[config.mk]
export PLATFORM = sky130hd
export DESIGN_NAME = sltc_device_flat
export DESIGN_NICKNAME = d
export VERILOG_FILES = /design/src/common/sltc_pkg.sv /design/src/common/sltc_if.sv /design/src/rtl/sltc_device.sv /design/src/flat_wrapper.sv
export SDC_FILE = /design/constraint.sdc
export NUM_CORES = 1
export LEC_CHECK = 0
export BUFFER_PORTS_ARGS = -buffer_cell sky130_fd_sc_hd__buf_2
export CAP_MARGIN = 25
export CORE_MARGIN = 4
export CORE_UTILIZATION = 55
export DETAILED_ROUTE_END_ITERATION = 10
export HOLD_SLACK_MARGIN = 0.06
export PLACE_DENSITY = 0.76
export SLEW_MARGIN = 15
export SYNTH_ARGS = -nofsm -noshare
export SYNTH_HDL_FRONTEND = slang
export SYNTH_SLANG_ARGS = --single-unit
[constraint.sdc]
create_clock -name ref_clk -period 2.8 [get_ports ref_clk]
set_input_delay 0.84 -clock ref_clk [delete_from_list [all_inputs] [get_ports ref_clk]]
set_output_delay 0.84 -clock ref_clk [all_outputs]
set_load 0.01 [all_outputs]
[src/common/sltc_pkg.sv]
/*
  Shared constants for the serial link transmitter configuration block:
  configuration port map, field layout, reset values, lane framing and host registers.
  Assumes both ends and the bench import it.
*/
package sltc_pkg;
  localparam int CFG_ADDR_W = 8;
  localparam int CFG_DATA_W = 8;
  localparam int NUM_LANES  = 4;
  localparam int OCTET_W    = 8;
  localparam int SAMPLE_W   = 16;
  localparam int SCR_W      = 15;
  localparam int AVS_ADDR_W = 4;
  localparam int AVS_DATA_W = 32;

  localparam logic [CFG_ADDR_W-1:0] ADDR_LANE_CFG  = 8'h47;
  localparam logic [CFG_ADDR_W-1:0] ADDR_LINK_CTRL = 8'h60;
  localparam logic [CFG_DATA_W-1:0] LANE_CFG_RESET  = 8'h00;
  localparam logic [CFG_DATA_W-1:0] LINK_CTRL_RESET = 8'h7d;
  localparam logic [CFG_DATA_W-1:0] LANE_CFG_RSVD_MASK = 8'h88;

  localparam int SWING_HI     = 6;
  localparam int SWING_LO     = 4;
  localparam int DEEMPH_HI    = 2;
  localparam int DEEMPH_LO    = 0;
  localparam int SCRAMBLE_BIT = 7;
  localparam int K_HI         = 6;
  localparam int K_LO         = 2;
  localparam int LANES_BIT    = 1;
  localparam int ENABLE_BIT   = 0;

  localparam logic [4:0] K_MIN_SINGLE = 5'h08;
  localparam logic [4:0] K_MIN_DUAL   = 5'h10;

  localparam logic [OCTET_W-1:0] IDLE_OCTET = 8'h55;
  localparam logic [OCTET_W-1:0] SYNC_OCTET = 8'hbc;
  localparam logic [2:0]         BIT_LAST   = 3'h7;
  localparam logic [SCR_W-1:0]   SCR_SEED   = 15'h7fff;
  localparam int SCR_TAP_A = 13;
  localparam int SCR_TAP_B = 14;

  localparam logic [AVS_ADDR_W-1:0] AVS_CMD    = 4'h0;
  localparam logic [AVS_ADDR_W-1:0] AVS_STATUS = 4'h4;
  localparam int CMD_ADDR_LO    = 0;
  localparam int CMD_DATA_LO    = 8;
  localparam int CMD_WRITE_BIT  = 16;
  localparam int STAT_BUSY_BIT  = 0;
  localparam int STAT_REFUSED   = 1;
  localparam int STAT_RDATA_LO  = 8;
  localparam int STAT_SHADOW_LO = 16;

  typedef enum logic [2:0] {
    DS_IDLE = 3'b001,
    DS_SYNC = 3'b010,
    DS_DATA = 3'b100
  } sltc_dev_state_t;

  typedef enum logic [1:0] {
    HS_IDLE = 2'b01,
    HS_BUSY = 2'b10
  } sltc_host_state_t;
endpackage

[src/common/sltc_if.sv]
/*
  Configuration port between the controller and the transmitter.
  Assumes one clock shared by both ends; the controller holds a request until the ack pulse.
*/
`timescale 1ns/100ps
interface sltc_if;
  import sltc_pkg::*;
  logic                  cfg_req;
  logic                  cfg_write;
  logic [CFG_ADDR_W-1:0] cfg_addr;
  logic [CFG_DATA_W-1:0] cfg_wdata;
  logic [CFG_DATA_W-1:0] cfg_rdata;
  logic                  cfg_ack;

  modport device (
    input  cfg_req,
    input  cfg_write,
    input  cfg_addr,
    input  cfg_wdata,
    output cfg_rdata,
    output cfg_ack
  );

  modport host (
    output cfg_req,
    output cfg_write,
    output cfg_addr,
    output cfg_wdata,
    input  cfg_rdata,
    input  cfg_ack
  );
endinterface

[src/rtl/sltc_device.sv]
/*
  Transmitter end: the two configuration registers, lane driver settings and a
  four-lane serial framer that sends idle, sync or sample octets.
  Assumes samples come from logic on ref_clk and the controller holds each request until ack.
*/
// Our own choice: the Avalon-MM register port.
`timescale 1ns/100ps
module sltc_device (
  input  wire logic                          ref_clk,
  input  wire logic                          reset_n,
  sltc_if.device                             cfg,
  input  wire logic [sltc_pkg::SAMPLE_W-1:0] sample_a,
  input  wire logic [sltc_pkg::SAMPLE_W-1:0] sample_b,
  output logic                               sample_take,
  output logic      [sltc_pkg::NUM_LANES-1:0] lane_tx,
  output logic      [2:0]                    tx_swing_sel,
  output logic      [2:0]                    tx_deemph_sel,
  output logic                               link_up
);
  import sltc_pkg::*;

  function automatic logic [OCTET_W-1:0] lane_octet(
    input logic [1:0]          lane,
    input logic                dual,
    input logic                second,
    input logic                sync,
    input logic [SAMPLE_W-1:0] a,
    input logic [SAMPLE_W-1:0] b
  );
    logic [SAMPLE_W-1:0] s;
    logic                lo;
    s  = lane[1] ? b : a;
    lo = dual ? lane[0] : second;
    if (!dual && lane[0]) begin
      lane_octet = IDLE_OCTET;
    end else if (sync) begin
      lane_octet = SYNC_OCTET;
    end else begin
      lane_octet = lo ? s[OCTET_W-1:0] : s[SAMPLE_W-1:OCTET_W];
    end
  endfunction

  // Configuration registers
  logic [CFG_DATA_W-1:0] lane_cfg, next_lane_cfg;
  logic [CFG_DATA_W-1:0] link_ctrl, next_link_ctrl;
  logic [CFG_DATA_W-1:0] rdata, next_rdata;
  logic                  ack, next_ack;

  assign cfg.cfg_rdata = rdata;
  assign cfg.cfg_ack   = ack;
  assign tx_swing_sel  = lane_cfg[SWING_HI:SWING_LO];
  assign tx_deemph_sel = lane_cfg[DEEMPH_HI:DEEMPH_LO];

  always_comb begin
    next_lane_cfg  = lane_cfg;
    next_link_ctrl = link_ctrl;
    next_rdata     = rdata;
    next_ack       = cfg.cfg_req && !ack;
    if (cfg.cfg_req && !ack) begin
      if (cfg.cfg_write) begin
        if (cfg.cfg_addr == ADDR_LANE_CFG) begin
          next_lane_cfg = cfg.cfg_wdata;
        end else if (cfg.cfg_addr == ADDR_LINK_CTRL) begin
          next_link_ctrl = cfg.cfg_wdata;
        end
      end else begin
        if (cfg.cfg_addr == ADDR_LANE_CFG) begin
          next_rdata = lane_cfg;
        end else if (cfg.cfg_addr == ADDR_LINK_CTRL) begin
          next_rdata = link_ctrl;
        end else begin
          next_rdata = '0;
        end
      end
    end
  end

  always_ff @(posedge ref_clk) begin
    if (!reset_n) begin
      lane_cfg  <= LANE_CFG_RESET;
      link_ctrl <= LINK_CTRL_RESET;
      rdata     <= '0;
      ack       <= 1'b0;
    end else begin
      lane_cfg  <= next_lane_cfg;
      link_ctrl <= next_link_ctrl;
      rdata     <= next_rdata;
      ack       <= next_ack;
    end
  end

  // Framer state
  sltc_dev_state_t     state, next_state;
  logic [2:0]          bit_cnt, next_bit_cnt;
  logic                octet_cnt, next_octet_cnt;
  logic [4:0]          frame_cnt, next_frame_cnt;
  logic                act_scramble, next_act_scramble;
  logic [4:0]          act_k, next_act_k;
  logic                act_dual, next_act_dual;
  logic [SAMPLE_W-1:0] hold_a, next_hold_a;
  logic [SAMPLE_W-1:0] hold_b, next_hold_b;
  logic                take, next_take;
  logic                up, next_up;
  logic                boundary;
  logic                frame_end;
  logic                mf_end;
  logic                load_sync;
  logic                load_data;
  logic [SAMPLE_W-1:0] src_a;
  logic [SAMPLE_W-1:0] src_b;

  assign sample_take = take;
  assign link_up     = up;

  always_comb begin
    boundary          = bit_cnt == BIT_LAST;
    frame_end         = act_dual || octet_cnt;
    mf_end            = frame_end && frame_cnt == act_k;
    next_state        = state;
    next_bit_cnt      = 3'(bit_cnt + 3'h1);
    next_octet_cnt    = octet_cnt;
    next_frame_cnt    = frame_cnt;
    next_act_scramble = act_scramble;
    next_act_k        = act_k;
    next_act_dual     = act_dual;
    next_up           = up;
    next_hold_a       = hold_a;
    next_hold_b       = hold_b;
    next_take         = 1'b0;
    load_sync         = 1'b0;
    load_data         = 1'b0;
    if (boundary && state != DS_IDLE) begin
      next_octet_cnt = frame_end ? 1'b0 : 1'b1;
      if (frame_end) begin
        next_frame_cnt = mf_end ? 5'h00 : 5'(frame_cnt + 5'h01);
      end
    end
    unique case (state)
      DS_IDLE: begin
        if (boundary && link_ctrl[ENABLE_BIT]) begin
          next_state        = DS_SYNC;
          next_act_scramble = link_ctrl[SCRAMBLE_BIT];
          next_act_k        = link_ctrl[K_HI:K_LO];
          next_act_dual     = link_ctrl[LANES_BIT];
          next_octet_cnt    = 1'b0;
          next_frame_cnt    = 5'h00;
          load_sync         = 1'b1;
        end
      end
      DS_SYNC: begin
        if (boundary) begin
          if (!link_ctrl[ENABLE_BIT]) begin
            next_state = DS_IDLE;
          end else if (mf_end) begin
            next_state = DS_DATA;
            next_up    = 1'b1;
            load_data  = 1'b1;
          end else begin
            load_sync = 1'b1;
          end
        end
      end
      DS_DATA: begin
        if (boundary) begin
          if (!link_ctrl[ENABLE_BIT]) begin
            next_state = DS_IDLE;
            next_up    = 1'b0;
          end else begin
            load_data = 1'b1;
          end
        end
      end
    endcase
    if (next_state == DS_IDLE && state != DS_IDLE && boundary) begin
      next_octet_cnt = 1'b0;
      next_frame_cnt = 5'h00;
    end
    src_a = hold_a;
    src_b = hold_b;
    if (load_data && !next_octet_cnt) begin
      src_a       = sample_a;
      src_b       = sample_b;
      next_hold_a = sample_a;
      next_hold_b = sample_b;
      next_take   = 1'b1;
    end
  end

  always_ff @(posedge ref_clk) begin
    if (!reset_n) begin
      state        <= DS_IDLE;
      bit_cnt      <= 3'h0;
      octet_cnt    <= 1'b0;
      frame_cnt    <= 5'h00;
      act_scramble <= 1'b0;
      act_k        <= 5'h00;
      act_dual     <= 1'b0;
      hold_a       <= '0;
      hold_b       <= '0;
      take         <= 1'b0;
      up           <= 1'b0;
    end else begin
      state        <= next_state;
      bit_cnt      <= next_bit_cnt;
      octet_cnt    <= next_octet_cnt;
      frame_cnt    <= next_frame_cnt;
      act_scramble <= next_act_scramble;
      act_k        <= next_act_k;
      act_dual     <= next_act_dual;
      hold_a       <= next_hold_a;
      hold_b       <= next_hold_b;
      take         <= next_take;
      up           <= next_up;
    end
  end

  // Per-lane shifter and self-synchronous scrambler
  for (genvar i = 0; i < NUM_LANES; i++) begin : g_lane
    logic [OCTET_W-1:0] shift, next_shift;
    logic [SCR_W-1:0]   scr, next_scr;
    logic               bit_out, next_bit_out;
    logic               scr_now;
    logic               s;

    assign lane_tx[i] = bit_out;

    always_comb begin
      scr_now      = state == DS_DATA && act_scramble && (act_dual || (i % 2) == 0);
      s            = shift[OCTET_W-1] ^ scr[SCR_TAP_A] ^ scr[SCR_TAP_B];
      next_bit_out = scr_now ? s : shift[OCTET_W-1];
      next_scr     = scr_now ? {scr[SCR_W-2:0], s} : SCR_SEED;
      next_shift   = {shift[OCTET_W-2:0], 1'b0};
      if (boundary) begin
        if (load_sync || load_data) begin
          next_shift = lane_octet(2'(i), next_act_dual, next_octet_cnt, load_sync, src_a, src_b);
        end else begin
          next_shift = IDLE_OCTET;
        end
      end
    end

    always_ff @(posedge ref_clk) begin
      if (!reset_n) begin
        shift   <= IDLE_OCTET;
        scr     <= SCR_SEED;
        bit_out <= 1'b0;
      end else begin
        shift   <= next_shift;
        scr     <= next_scr;
        bit_out <= next_bit_out;
      end
    end
  end
endmodule

[src/flat_wrapper.sv]
// flat-port wrapper written by rule: the top's interface ports become plain ports
module sltc_device_flat import sltc_pkg::*;
  (ref_clk, reset_n, sample_a, sample_b, sample_take, lane_tx, tx_swing_sel, tx_deemph_sel, link_up, cfg_cfg_req, cfg_cfg_write, cfg_cfg_addr, cfg_cfg_wdata, cfg_cfg_rdata, cfg_cfg_ack);
  sltc_if cfg_i ();
  input  wire logic ref_clk;
  input  wire logic reset_n;
  input  wire logic [sltc_pkg::SAMPLE_W-1:0] sample_a;
  input  wire logic [sltc_pkg::SAMPLE_W-1:0] sample_b;
  output logic sample_take;
  output logic      [sltc_pkg::NUM_LANES-1:0] lane_tx;
  output logic      [2:0] tx_swing_sel;
  output logic      [2:0] tx_deemph_sel;
  output logic link_up;
  input wire logic [$bits(cfg_i.cfg_req)-1:0] cfg_cfg_req;
  input wire logic [$bits(cfg_i.cfg_write)-1:0] cfg_cfg_write;
  input wire logic [$bits(cfg_i.cfg_addr)-1:0] cfg_cfg_addr;
  input wire logic [$bits(cfg_i.cfg_wdata)-1:0] cfg_cfg_wdata;
  output wire logic [$bits(cfg_i.cfg_rdata)-1:0] cfg_cfg_rdata;
  output wire logic [$bits(cfg_i.cfg_ack)-1:0] cfg_cfg_ack;
  assign cfg_i.cfg_req = cfg_cfg_req;
  assign cfg_i.cfg_write = cfg_cfg_write;
  assign cfg_i.cfg_addr = cfg_cfg_addr;
  assign cfg_i.cfg_wdata = cfg_cfg_wdata;
  assign cfg_cfg_rdata = cfg_i.cfg_rdata;
  assign cfg_cfg_ack = cfg_i.cfg_ack;
  sltc_device u_core (.ref_clk(ref_clk), .reset_n(reset_n), .cfg(cfg_i), .sample_a(sample_a), .sample_b(sample_b), .sample_take(sample_take), .lane_tx(lane_tx), .tx_swing_sel(tx_swing_sel), .tx_deemph_sel(tx_deemph_sel), .link_up(link_up));
endmodule
==> metrics.txt <==
critical path arrival=2.96 ns; Post-Route WL=14.0 mm; Die W=116 um; Clock Path Buffers=2; placed cell areas=about 7000 sq um; Die Span Y=between 100 and 150 um; antenna-violating nets left=0; GRT Total Usage=21.8%; WS Path Type=reg -> reg; CP max stage delay=about 0.59 ns; Core Footprint=11500 sq um; clk slew on worst S/H paths=0.07 ns; port bufs=72; CTS tree=built; Clock Skew=0.0126 ns; Cells after Synth=644; Initial Util=56.2%; first-pass GRT wire length=23.0 mm; gp weighted congestion=0.964; Net Count, Synth=699; layout cells sized above 1=24.8%; CTS Sinks=165; sequential fraction of the synthesis area=51.3%; EDFF count, synth=0; clk_lat worst skew=0.42 ns; GRT overflow=0; final net count=approximately 760; DRC Markers=0; Post-synth ARST share=0%; Worst Setup End Kind=register; fin crit period=2.65 ns; most common cell after layout, fill and taps aside=dfxtp_1; routed vias=4765; P_leak=3.04 nW; Iter 0 DRT Violations=448; outcome=finished clean; total CTS buffers=17; Hold Path Stages=1; htree depth=4; routed len/inst=16.3 um; most frequent cells in the layout=dfxtp_1 (165), nand2_1 (95), buf_2 (72), nand2b_1 (32), or2_2 (28); Ys Warns=0; post-DR vias/cell=5.53; Rows=39; Antenna diodes=0; vias in the first global route=between 4000 and 5000; Tcrit/Tclk final=between 90% and 100%; Root Buffer=clkbuf_16; Cell variety after synth=70; P per Cell Area=697 nW/um^2; fillers=910; final hold vios=0; Setup WS pre-CTS=0.146 ns; largest net degree at the start of global routing=41; Setup TNS Final=0 ns; RSZ-0062 raised after global routing=false; crit start category=register; Min-Delay Path Class=reg -> reg; CP cell instances=ha_1 -> ha_1 -> nand3b_1 -> or4b_4 -> o2bb2ai_4 -> and2_1 -> nand2_1 -> o221a_2; worst r2r path cells=8; Finished Layout Cells=roughly 860; 1st-pass router iterations=5; VDD IR max=0.586 mV; Max-Cap Viols=0; Crit Path Max Fanout=7; actual slew at the worst max-slew pin=1.01 ns; final setup vio count=0; I/O Pins=73; Final Instance Area=7540 sq um; Worst path slowest cell=or4b_4; dominant synthesized flop cell=dfxtp_1; Layout area overhead=17.1%; cts hold-fix bufs=0; mean area per synthesized cell=10.0 sq um; Post-DP HPWL=9.57 mm; Synth Register Bits=~170; full die area=13500 sq um; initial antenna violation count=0; area occupied by multi-input gates=approximately 2800 sq um; placed instance count=830; Critical Path Most Common Cell=ha_1; Max Freq=377 MHz; Rel. slew slack=around a third; Setup WS post-layout=0.150 ns; Post-Syn Area=6440 sq um; Util after Layout=approximately two thirds; FF/Latch Area=3300 sq um; Critical Path RT=just over 3 ns; max-slew violations=0
-- kinds of logic after synthesis --
family,after synthesis,share of synthesized area (%)
adders and majority gates,3,0.583
and+or+nand+nor,257,21.5
AOI/OAI and AO/OA,118,15.1
DFF,165,51.3
xor gates and xnor gates,21,2.85
muxes,25,3.96
buffers and inverters,55,4.78
-- cell usage after synthesis, types with 13 or more instances --
| cell | n | share of area [%] |
|---|---|---|
| nand2b_1 | 32 | 3.1 |
| or2_2 | 28 | 2.7 |
| nor2b_1 | 27 | 2.6 |
| o211a_1 | 13 | 2.0 |
| mux2i_1 | 23 | 3.6 |
| buf_4 | 18 | 2.1 |
| xnor2_1 | 14 | 1.9 |
| nor2_1 | 23 | 1.3 |
| dfxtp_1 | 165 | 51 |
| a22oi_1 | 14 | 1.6 |
| nand2_1 | 95 | 5.5 |
| clkbuf_1 | 23 | 1.3 |
| a21boi_1 | 14 | 1.6 |
-- layout make-up --
| type | instances | area share (%) |
|---|---|---|
| Sequential cell | 165 | 43.8 |
| Multi-Input combinational cell | 424 | 37.7 |
| Timing Repair Buffer | 92 | 6.77 |
| Clock buffer | 18 | 5.82 |
| Clock inverter | 14 | 3.30 |
| Tap cell | 143 | 2.37 |
| Inverter | 6 | 0.299 |
-- layer usage --
layer / global-route usage (%) / part of all wire, % / vias up
li1: - / - / 2317
met1: 28.1 / 46 / 2276
met4: 10.4 / 2.5 / 0
met2: 34.9 / 47 / 136
met3: 4.87 / 4.7 / 36
met5: 0 / 0 / -
-- critical path: cells and delay by family, from the launching register on --
kind / cells / cell delay (ns)
AOI/OAI and AO/OA: 2 / 0.51
DFF: 1 / 0.33
adders and majority gates: 2 / 0.48
and+or+nand+nor: 4 / 1.21
-- report_power, final --
part	total, mW	internal [mW]	switching [mW]	leakage [nW]
Clock	2.65	1.71	0.945	0.337
Sequential	2.41	2.39	0.0201	1.35
Combinational	0.191	0.0942	0.0971	1.35
-- registers in the layout (all words and copies together), names as in the netlist, 3 cells and up --
signal	cells
u_core.frame_cnt	5
u_core.g_lane.bit_out	4
u_core.hold_a	11
u_core.state	3
u_core.g_lane.shift	32
u_core.hold_b	12
u_core.cfg.cfg_rdata	8
u_core.lane_cfg	8
u_core.bit_cnt	3
u_core.link_ctrl	8
u_core.g_lane.scr	60
u_core.act_k	5
-- stage by stage --
stage	power, mW	hold WS [ns]
floorplan	2.57	0.386
global placement	2.65	0.389
detailed placement	2.65	0.396
CTS	5.29	0.408
global route	5.42	0.417
finish	5.26	0.399
-- final timing paths --
| check | startpoint | slack (ns) | endpoint |
|---|---|---|---|
| setup / recovery | u_core.bit_cnt[0] | 0.15 | u_core.g_lane[1].shift[6] |
| hold reg to reg | u_core.g_lane[1].scr[3] | 0.40 | u_core.g_lane[1].scr[4] |
| setup reg to reg | u_core.bit_cnt[0] | 0.15 | u_core.g_lane[1].shift[6] |
| hold / removal | u_core.g_lane[1].scr[3] | 0.40 | u_core.g_lane[1].scr[4] |
-- timing repair --
action                                  in CTS  in global routing
buffers inserted                             0                  0
gates resized for setup                      0                  1
endpoints found under the setup margin       0                  2
No activity file was read; power rests on OpenSTA's default activity.
